### config.mk
export PLATFORM = sky130hd
export DESIGN_NAME = restart_interlock_and_contactor_check
export DESIGN_NICKNAME = d
export VERILOG_FILES = /design/src/logic/curtain_pkg.sv /design/src/logic/restart_interlock_and_contactor_check.sv
export SDC_FILE = /design/constraint.sdc
export NUM_CORES = 1
export LEC_CHECK = 0
export ABC_CLOCK_PERIOD_IN_PS = 9400
export BUFFER_PORTS_ARGS = -buffer_cell sky130_fd_sc_hd__buf_2
export CAP_MARGIN = 20
export CORE_ASPECT_RATIO = 0.5
export CORE_MARGIN = 5
export CORE_UTILIZATION = 40
export CTS_BUF_LIST = sky130_fd_sc_hd__clkbuf_16
export DETAILED_ROUTE_END_ITERATION = 8
export GPL_TIMING_DRIVEN = 0
export HOLD_SLACK_MARGIN = 0.08
export PLACE_DENSITY = 0.56
export SKIP_LAST_GASP = 1
export SLEW_MARGIN = 20
export SYNTH_ARGS = -nofsm -noshare
export SYNTH_HDL_FRONTEND = slang
export SYNTH_SLANG_ARGS = --single-unit
### constraint.sdc
create_clock -name ref_clk -period 9.4 [get_ports ref_clk]
set_input_delay 1.41 -clock ref_clk [delete_from_list [all_inputs] [get_ports ref_clk]]
set_output_delay 1.41 -clock ref_clk [all_outputs]
set_load 0.01 [all_outputs]
### src/logic/curtain_pkg.sv
// constants, register layouts and types of the restart interlock and contactor check
package curtain_pkg;

  // clock and documented times
  localparam int CLK_KHZ       = 100_000;   // 100 MHz reference clock
  localparam int PRESS_MIN_MS  = 150;       // shortest valid reset press
  localparam int PRESS_MAX_MS  = 4000;      // longest valid reset press
  localparam int FB_TIMEOUT_MS = 350;       // feedback must follow the outputs within this
  localparam int DEBOUNCE_MS   = 1;         // stable time of the reset button
  localparam int PRESS_MIN_CYC = PRESS_MIN_MS * CLK_KHZ;
  localparam int PRESS_MAX_CYC = PRESS_MAX_MS * CLK_KHZ;
  localparam int FB_LIMIT_CYC  = FB_TIMEOUT_MS * CLK_KHZ;
  localparam int DEBOUNCE_CYC  = DEBOUNCE_MS * CLK_KHZ;

  // widths
  localparam int CNT_W     = 29;
  localparam int IDX_W     = 10;
  localparam int MAX_UNITS = 3;
  typedef logic [CNT_W-1:0] cnt_t;
  typedef logic [IDX_W-1:0] idx_t;
  typedef logic [2:0]       unit_t;
  localparam unit_t UNITS_LIMIT = 3'h3;     // largest cascade allowed

  // register offsets
  localparam logic [7:0] ADDR_CTRL     = 8'h00;
  localparam logic [7:0] ADDR_BEAMS    = 8'h04;
  localparam logic [7:0] ADDR_STATUS   = 8'h08;
  localparam logic [7:0] ADDR_IRQ_STAT = 8'h0c;
  localparam logic [7:0] ADDR_IRQ_MASK = 8'h10;

  // register layouts
  typedef struct packed {
    logic [27:0] rsvd;
    unit_t       units;
    logic        scan_en;
  } ctrl_t;
  typedef struct packed {
    logic [7:0]      rsvd;
    logic [2:0][7:0] cnt;
  } beams_t;
  typedef struct packed {
    logic lockout;
    logic out_off;
    logic out_on;
    logic field_int;
  } irq_t;

  typedef enum logic [2:0] {
    FLT_NONE, FLT_INTERNAL, FLT_OPTICAL, FLT_CONTACTOR,
    FLT_CASCADE, FLT_RESTART, FLT_OUTPUT, FLT_SUPPLY
  } fault_t;

  typedef struct packed {
    logic [21:0] rsvd;
    fault_t      fault;
    logic        lockout;
    logic        outputs_on;
    logic        field_clear;
    logic        restart_cfg;
    logic        monitor_cfg;
    logic        fb_closed;
    logic        fb_pending;
  } status_t;

  localparam logic [31:0] CTRL_RST     = 32'h0000_0002;  // one unit, scanning off
  localparam logic [31:0] BEAMS_RST    = 32'h0010_1010;
  localparam logic [3:0]  IRQ_MASK_RST = 4'h0;

  typedef enum logic [1:0] {ST_OFF, ST_ON, ST_LOCKOUT} state_t;

endpackage

### src/logic/restart_interlock_and_contactor_check.sv
// receiver control: restart interlock, contactor feedback check, scan and cascade supervision
//
// How it works
// - field interruption latches outputs off until reset with interlock; automatic restart switches back on
// - supply return keeps outputs off until reset with interlock; automatic restart switches on
// - valid press lasts 0.15 s to 4 s
// - valid reset with clear field turns outputs on
// - wiring input selects interlock; else automatic restart
// - wiring input enables contactor feedback monitoring
// - scan steps from first to last beam
// - coded sync beam is beam nearest connector
// - more than three cascaded units is a fault
// - master alone drives outputs and indicators
// - cascaded units may differ in beam count
// - lockout shows which of seven faults occurred
// - feedback must be closed before switching on
// - feedback must follow outputs within 350 ms
// - contactor fault lockout cleared only by power cycle
`timescale 1ns/1ps
`default_nettype none
module restart_interlock_and_contactor_check #(
  parameter int PRESS_MIN_CYC = curtain_pkg::PRESS_MIN_CYC,
  parameter int PRESS_MAX_CYC = curtain_pkg::PRESS_MAX_CYC,
  parameter int FB_LIMIT_CYC  = curtain_pkg::FB_LIMIT_CYC,
  parameter int DEBOUNCE_CYC  = curtain_pkg::DEBOUNCE_CYC
) (
  // clock and reset
  input  wire logic                 ref_clk,
  input  wire logic                 rst_b,
  // apb slave
  input  wire logic                 psel,
  input  wire logic                 penable,
  input  wire logic                 pwrite,
  input  wire logic [7:0]           paddr,
  input  wire logic [31:0]          pwdata,
  output logic [31:0]               prdata,
  output logic                      pready,
  output logic                      pslverr,
  // wiring configuration
  input  wire logic                 restart_cfg,
  input  wire logic                 monitor_cfg,
  input  wire logic                 master_cfg,
  // operator and contactors
  input  wire logic                 reset_btn,
  input  wire logic                 fb_closed,
  // optics and cascade
  input  wire logic                 beam_lit,
  input  wire logic                 sync_code_ok,
  input  wire logic                 cascade_link_ok,
  // supervision inputs
  input  wire logic                 internal_fault,
  input  wire logic                 supply_fault,
  input  wire logic [1:0]           output_readback,
  // machine side
  output logic [1:0]                safety_switching_output,
  output logic                      lockout,
  output curtain_pkg::fault_t       fault_code,
  output logic                      irq
);

  localparam curtain_pkg::cnt_t MIN_C  = curtain_pkg::cnt_t'(PRESS_MIN_CYC);
  localparam curtain_pkg::cnt_t MAX_C  = curtain_pkg::cnt_t'(PRESS_MAX_CYC);
  localparam curtain_pkg::cnt_t SAT_C  = curtain_pkg::cnt_t'(PRESS_MAX_CYC + 1);
  localparam curtain_pkg::cnt_t FB_C   = curtain_pkg::cnt_t'(FB_LIMIT_CYC - 1);
  localparam curtain_pkg::cnt_t DEB_C  = curtain_pkg::cnt_t'(DEBOUNCE_CYC - 1);

  // sum of beams over the units in use; each unit keeps its own count
  function automatic curtain_pkg::idx_t beams_total(curtain_pkg::beams_t b, curtain_pkg::unit_t n);
    curtain_pkg::idx_t s;
    s = '0;
    for (int i = 0; i < curtain_pkg::MAX_UNITS; i++)
    begin
      if (curtain_pkg::unit_t'(i) < n)
        s = s + curtain_pkg::idx_t'(b.cnt[i]);
    end
    return s;
  endfunction

  curtain_pkg::ctrl_t  ctrl_r;
  curtain_pkg::beams_t beams_r;
  curtain_pkg::irq_t   irq_stat_r, irq_mask_r, ev;
  curtain_pkg::state_t state_r, state_nxt;
  curtain_pkg::fault_t fault_r, fault_now;
  curtain_pkg::status_t st;
  curtain_pkg::cnt_t   deb_cnt_r, press_cnt_r, fbt_r;
  curtain_pkg::idx_t   idx_r, total, last_idx;
  logic        btn_s1_r, btn_s2_r, btn_db_r, pwr_press_r, valid_reset_r;
  logic        acc_r, field_clear_r, field_prev_r, fb_pending_r, mismatch_r;
  logic [1:0]  outs_r;
  logic [31:0] prdata_r, rd_word;

  // apb decode: zero wait states, unmapped offsets answer with pslverr
  wire setup      = psel & ~penable;
  wire wr         = psel & penable & pwrite;
  wire hit_ctrl   = paddr == curtain_pkg::ADDR_CTRL;
  wire hit_beams  = paddr == curtain_pkg::ADDR_BEAMS;
  wire hit_status = paddr == curtain_pkg::ADDR_STATUS;
  wire hit_istat  = paddr == curtain_pkg::ADDR_IRQ_STAT;
  wire hit_imask  = paddr == curtain_pkg::ADDR_IRQ_MASK;
  wire unmapped   = ~(hit_ctrl | hit_beams | hit_status | hit_istat | hit_imask);
  assign pready   = 1'b1;
  assign pslverr  = psel & penable & unmapped;
  assign prdata   = prdata_r;
  assign rd_word  = hit_ctrl   ? ctrl_r :
                    hit_beams  ? beams_r :
                    hit_status ? st :
                    hit_istat  ? {28'h0000000, irq_stat_r} :
                    hit_imask  ? {28'h0000000, irq_mask_r} : 32'h0000_0000;

  // read data captured in the setup cycle so it stands through the access cycle
  always_ff @(posedge ref_clk or negedge rst_b)
  begin
    if (!rst_b)
      prdata_r <= 32'h0000_0000;
    else if (setup)
      prdata_r <= rd_word;
  end

  // software registers
  always_ff @(posedge ref_clk or negedge rst_b)
  begin
    if (!rst_b)
    begin
      ctrl_r     <= curtain_pkg::CTRL_RST;
      beams_r    <= curtain_pkg::BEAMS_RST;
      irq_mask_r <= curtain_pkg::IRQ_MASK_RST;
    end
    else if (wr)
    begin
      if (hit_ctrl)  ctrl_r     <= pwdata;
      if (hit_beams) beams_r    <= pwdata;
      if (hit_imask) irq_mask_r <= pwdata[3:0];
    end
  end

  // reset button: two-stage synchroniser then stable-time filter
  wire btn_diff = btn_s2_r ^ btn_db_r;
  wire deb_done = btn_diff && (deb_cnt_r == DEB_C);
  wire press_end = deb_done & btn_db_r;
  always_ff @(posedge ref_clk or negedge rst_b)
  begin
    if (!rst_b)
    begin
      btn_s1_r  <= 1'b1;                                          // start as held: a stuck button is seen
      btn_s2_r  <= 1'b1;                                          // a short blip is too brief to debounce
      btn_db_r  <= 1'b0;
      deb_cnt_r <= '0;
    end
    else
    begin
      btn_s1_r  <= reset_btn;
      btn_s2_r  <= btn_s1_r;
      deb_cnt_r <= btn_diff ? deb_cnt_r + 1'b1 : '0;
      if (deb_done)
        btn_db_r <= btn_s2_r;
    end
  end

  // press length; saturates just past the upper limit so long presses stay invalid
  wire press_in_window = (press_cnt_r >= MIN_C) && (press_cnt_r <= MAX_C);
  always_ff @(posedge ref_clk or negedge rst_b)
  begin
    if (!rst_b)
    begin
      press_cnt_r   <= '0;
      valid_reset_r <= 1'b0;
      pwr_press_r   <= 1'b1;
    end
    else
    begin
      if (deb_done & ~btn_db_r)
        press_cnt_r <= '0;
      else if (btn_db_r && press_cnt_r != SAT_C)
        press_cnt_r <= press_cnt_r + 1'b1;
      valid_reset_r <= press_end & press_in_window;
      if (!btn_s2_r)
        pwr_press_r <= 1'b0;
    end
  end

  // scan over all beams of the cascade; beam 0 carries the sync code
  assign total    = beams_total(beams_r, ctrl_r.units);
  assign last_idx = total - 1'b1;
  wire scan_on    = ctrl_r.scan_en && (total != '0);
  wire at_last    = idx_r == last_idx;
  wire sync_beam  = idx_r == '0;
  wire blocked    = ~beam_lit | (sync_beam & ~sync_code_ok);
  always_ff @(posedge ref_clk or negedge rst_b)
  begin
    if (!rst_b)
    begin
      idx_r         <= '0;
      acc_r         <= 1'b0;
      field_clear_r <= 1'b0;
    end
    else if (!scan_on)
    begin
      idx_r         <= '0;
      acc_r         <= 1'b0;
      field_clear_r <= 1'b0;
    end
    else
    begin
      idx_r <= at_last ? '0 : idx_r + 1'b1;
      acc_r <= at_last ? 1'b0 : (acc_r | blocked);
      if (at_last)
        field_clear_r <= ~(acc_r | blocked);
    end
  end

  // fault detection, fixed priority
  wire opt_fault  = scan_on & sync_code_ok & ~sync_beam;
  wire casc_fault = ctrl_r.scan_en & ((ctrl_r.units == '0) | (ctrl_r.units > curtain_pkg::UNITS_LIMIT)
                    | ((ctrl_r.units != 3'h1) & ~cascade_link_ok));
  wire fb_timeout = fb_pending_r && (fbt_r == FB_C);
  wire rst_fault  = pwr_press_r & (press_cnt_r == SAT_C);
  wire out_fault  = mismatch_r & (output_readback != outs_r);
  assign fault_now = internal_fault ? curtain_pkg::FLT_INTERNAL :
                     supply_fault   ? curtain_pkg::FLT_SUPPLY :
                     fb_timeout     ? curtain_pkg::FLT_CONTACTOR :
                     opt_fault      ? curtain_pkg::FLT_OPTICAL :
                     casc_fault     ? curtain_pkg::FLT_CASCADE :
                     rst_fault      ? curtain_pkg::FLT_RESTART :
                     out_fault      ? curtain_pkg::FLT_OUTPUT : curtain_pkg::FLT_NONE;

  // release needs a clear field, a closed feedback loop when monitored and, with interlock, a valid reset
  wire fb_ok      = ~monitor_cfg | fb_closed;
  wire reset_ok   = ~restart_cfg | valid_reset_r;
  wire release_ok = field_clear_r & master_cfg & fb_ok & reset_ok;
  always_comb
  begin
    state_nxt = state_r;
    unique case (state_r)
      curtain_pkg::ST_OFF:
        if (fault_now != curtain_pkg::FLT_NONE)
          state_nxt = curtain_pkg::ST_LOCKOUT;
        else if (release_ok)
          state_nxt = curtain_pkg::ST_ON;
      curtain_pkg::ST_ON:
        if (fault_now != curtain_pkg::FLT_NONE)
          state_nxt = curtain_pkg::ST_LOCKOUT;
        else if (!field_clear_r || !master_cfg)
          state_nxt = curtain_pkg::ST_OFF;
      curtain_pkg::ST_LOCKOUT:
        state_nxt = curtain_pkg::ST_LOCKOUT;
    endcase
  end

  // power-up lands in off, so an interlocked receiver always waits for a reset
  always_ff @(posedge ref_clk or negedge rst_b)
  begin
    if (!rst_b)
    begin
      state_r <= curtain_pkg::ST_OFF;
      outs_r  <= 2'h0;
      fault_r <= curtain_pkg::FLT_NONE;
    end
    else
    begin
      state_r <= state_nxt;
      outs_r  <= {2{state_nxt == curtain_pkg::ST_ON}};
      if (state_r != curtain_pkg::ST_LOCKOUT && state_nxt == curtain_pkg::ST_LOCKOUT)
        fault_r <= fault_now;
    end
  end

  // dynamic feedback check: after each output edge, except one into lockout, the loop must follow in time
  wire out_edge = (state_nxt == curtain_pkg::ST_ON) != outs_r[0];
  wire fb_follow = outs_r[0] ? ~fb_closed : fb_closed;
  always_ff @(posedge ref_clk or negedge rst_b)
  begin
    if (!rst_b)
    begin
      fb_pending_r <= 1'b0;
      fbt_r        <= '0;
      mismatch_r   <= 1'b0;
    end
    else
    begin
      mismatch_r <= output_readback != outs_r;
      if (out_edge && state_nxt != curtain_pkg::ST_LOCKOUT)
      begin
        fb_pending_r <= monitor_cfg;
        fbt_r        <= '0;
      end
      else if (fb_pending_r)
      begin
        if (fb_follow || fb_timeout)                              // stop the wait once the fault is taken
          fb_pending_r <= 1'b0;
        fbt_r <= fbt_r + 1'b1;
      end
    end
  end

  // sticky events, write one to clear; a new event wins over its clear
  assign ev.field_int = field_prev_r & ~field_clear_r;
  assign ev.out_on    = ~outs_r[0] & (state_nxt == curtain_pkg::ST_ON) & (state_r == curtain_pkg::ST_OFF);
  assign ev.out_off   = outs_r[0] & (state_nxt != curtain_pkg::ST_ON);
  assign ev.lockout   = (state_r != curtain_pkg::ST_LOCKOUT) & (state_nxt == curtain_pkg::ST_LOCKOUT);
  wire [3:0] w1c = (wr & hit_istat) ? pwdata[3:0] : 4'h0;
  always_ff @(posedge ref_clk or negedge rst_b)
  begin
    if (!rst_b)
    begin
      irq_stat_r   <= 4'h0;
      field_prev_r <= 1'b0;
    end
    else
    begin
      irq_stat_r   <= (irq_stat_r & ~w1c) | ev;
      field_prev_r <= field_clear_r;
    end
  end

  // status view and machine-side outputs; a slave unit never drives the outputs, lockout or fault code
  assign st.rsvd        = '0;
  assign st.fault       = fault_r;
  assign st.lockout     = state_r == curtain_pkg::ST_LOCKOUT;
  assign st.outputs_on  = outs_r[0];
  assign st.field_clear = field_clear_r;
  assign st.restart_cfg = restart_cfg;
  assign st.monitor_cfg = monitor_cfg;
  assign st.fb_closed   = fb_closed;
  assign st.fb_pending  = fb_pending_r;
  assign safety_switching_output = outs_r;
  assign lockout    = master_cfg & st.lockout;
  assign fault_code = master_cfg ? fault_r : curtain_pkg::FLT_NONE;
  assign irq        = |(irq_stat_r & irq_mask_r);
endmodule // restart_interlock_and_contactor_check
`default_nettype wire

==> impl_metrics.toml <==
[routing]
vias = 9466
drtIter0Drc = 478
drtPass1Iterations = 5
drt_wl_total_um = 30830
antenna_left = 0
drt-vias-per-instance = 5.437
drcViolationCount = 0
wl_per_cell_um = 17.71

[synth]
yosys_warnings = 0
ys_types = 81
avgSynthCellArea_um2 = 9.929
synthesis.nets = 1302
seq_area_frac_synth = 0.4512
async_reset_ff_frac = 1.000
synth_top_cell_by_area = "dfrtp_1"
synthTopCellsByCount = "210 x dfrtp_1, 127 x nor2_1, 121 x nand2_1, 77 x mux2_2, 54 x xor2_1"
synth_enable_flop_cells = 0
yosysMostFrequentCell = "dfrtp_1"
synthCells = 1214
synth_seq_cells = 217
synth_top_area_frac = 0.4360
synth_area_leaders = "dfrtp_1 44%, mux2_2 7.2%, nor2_1 4.0%"
synth_flop_cell = "dfrtp_1"
synth_area_um2 = 12050

[timing]
setup_violations = 0
worst_slack_ns = 2.669
rsz0062_at_grt = "false"
finalHoldViolCount = 0
timing.fmax_ghz = 0.1486
slew_headroom = 0.3822
period_share = 0.7161
maxSlewViolCount = 0
post-route-min-period_ns = 6.731
fin_setup_tns_ns = 0
tightest_slew_ns = 0.9188
finClkSkew_ns = 0.01556

[global_routing]
grtUsageMet2 = 0.3048
grt_pass1_wl_um = 51470
grt.met1_usage = 0.2505
use_met3 = 0.02418
antenna_found_initial = 0
busiest_layer = "met2"
grt_use_total = 0.1801
grt_max_degree = 99
grt_pass1_vias = 9661
grt_overflow = 0

[cts]
cts_htree_levels = 1
postCtsHoldBufs = 0
root_buffer = "clkbuf_16"
cts_tree = "done"
worstSkewPairLatency_ns = 0.52
post_cts_buffers = 0
clkTransAtPathRegs_ns = 0.07
cts_inserted_buffers = 22
post_cts_resize_count = 0
cts_sinks = 217
clockBufferDepth = 3

[setup_path]
cp_slowest_cell = "o31ai_1"
cpLargestDelayFamily = "compound AO/OA/AOI/OAI gates"
critPathMaxFanout = 10
path_cells = "buf_2, nor3_2, nor2b_1, ha_1, clkbuf_1, or3_1, nand3_1, o31ai_1, ha_1, or2_1, o311a_1, o31ai_1, a21oi_1, a31oi_1, nor4b_2, a21oi_2, nor3_1, nand3_1, inv_1, ha_1, nor2_2, buf_4, buf_8, nor2_2"
critPathKind = "register to register"
endpoint_kind = "register"
worst-path-buf-inv = 5
crit_required_ns = 9.80
crit_top_cell = "ha_1"
critPathLaunchType = "register"
max_stage_delay_ns = 0.80
critPathArrivalTime_ns = 7.13

[floorplan]
dieArea_um2 = 33920
ioPinCount = 98
core-area_um2 = 29340
rows = 44
dieHeight_um = 132.8
die_w_um = 255.5
initial_core_util = 0.4108

[finish]
stdcell_count = 1741
drive_gt1_frac = 0.1859
fin_nets = 1422
n_antenna_cell = 0
area_growth_pct = 14.06

[run_status]
outcome = "finished, final reports clean"

[power_and_ir_drop]
power_uw = 1870
peakVddDrop_mv = 0.1112
cellPowerDensity_nw_per_um2 = 136.0
leakage_uw = 0.006454

[flow_run]
maxCapViolCount = 0

[min_path]
hp-class = "register to register"

[place]
dp_hpwl_um = 23010
placed_cells = 1701
place_ws_ns = 2.829
portBuffers = 94
place.gp.congestion = 0.8478
==> where the power goes <==
part / internal, uW / switching [uW] / leakage [uW]
combinational: 30.9 / 57.9 / 0.00310
clock: 467 / 365 / 0.000374
sequential: 942 / 6.65 / 0.00298
total: 1440 / 429 / 0.00645
==> sequential cells by signal (all words and copies together) (netlist names), 2 cells and up <==
name / count
idx_r: 10
irq_mask_r: 4
deb_cnt_r: 29
state_r: 2
fault_r: 3
irq_stat_r: 4
ctrl_r: 32
fbt_r: 29
prdata: 32
beams_r: 32
press_cnt_r: 29
==> worst register-to-register path: cells and delay by family (launching register included) <==
kind	cells	cell delay, ns
and+or+nand+nor	10	2.16
AOI/OAI and AO/OA	6	2.18
buffers and inverters	5	0.96
adders and majority gates	3	0.95
DFF	1	0.36
==> routing by layer <==
| layer | part of all wire | vias up |
|---|---|---|
| met5 | 0 | - |
| met4 | 0.019 | 0 |
| met3 | 0.023 | 43 |
| met2 | 0.48 | 131 |
| met1 | 0.48 | 4735 |
| li1 | - | 4557 |
==> final cells by class <==
cell class	instances	area (um^2)
Timing Repair Buffer	96	535.5
Tap cell	391	489.2
Fill cell	2757	15590
Buffer	55	244.0
Clock inverter	17	95.09
Inverter	28	105.1
Clock buffer	23	575.6
Multi-Input combinational cell	914	6266
Sequential cell	217	5439
==> kinds of logic (layout without fill, tap and decap cells) <==
logic type,count (synthesis),count (layout),synth area share
other,1,1,0.0003111
muxes,112,112,0.1011
adders and majority gates,32,32,0.03425
buffers and inverters,83,219,0.02896
and+or+nand+nor,502,502,0.2077
AOI/OAI and AO/OA,164,164,0.09923
DFF,217,217,0.4512
xor gates and xnor gates,103,103,0.07723
==> worst paths after layout <==
kind | startpoint | to | slack, ns | cells after the start
setup reg to reg | ctrl_r[3] | fbt_r[20] | 2.67 | 24
hold reg to reg | btn_s1_r | btn_s2_r | 0.36 | 0
min in group asynchronous | rst_b | prdata[17] | 0.80 | 1
max in group asynchronous | rst_b | btn_s1_r | 7.69 | 2
hold / removal | btn_s1_r | btn_s2_r | 0.36 | 0
setup / recovery | ctrl_r[3] | fbt_r[20] | 2.67 | 24
==> cells in the final DEF (no fill, tap or decap), drive strengths merged, types with 4 or more instances in the layout <==
cell     count
nor3b        4
nor4b        4
a221oi       5
o31ai       37
or2          8
o21ai       25
a2111oi      4
buf        117
xor2        54
mux2        78
and2        14
a21oi       27
or4          6
nor4        16
or3         16
dfstp        7
inv         41
nor2b       22
nor2       138
nand4       25
and3        17
a31oi        6
clkbuf      57
o211ai       6
xnor2       47
nand2      121
nor3        36
nor4bb       5
and4         9
ha          29
dfrtp      210
a21o         9
mux2i       34
nand2b       5
nand3       52
a211oi      10
o221ai       4
==> through the flow <==
| stage | hold WS [ns] | utilization | cell area (um^2) |
|---|---|---|---|
| after floorplan | 0.3452 | - | 12050 |
| after global placement | 0.3491 | 0.4435 | 13010 |
| after detailed placement | 0.3492 | 0.4457 | 13080 |
| after CTS | 0.3621 | 0.4686 | 13750 |
| after global routing | 0.3676 | 0.4686 | 13750 |
| final | 0.3584 | 0.4686 | 13750 |
No activity file was read; power rests on OpenSTA's default activity.
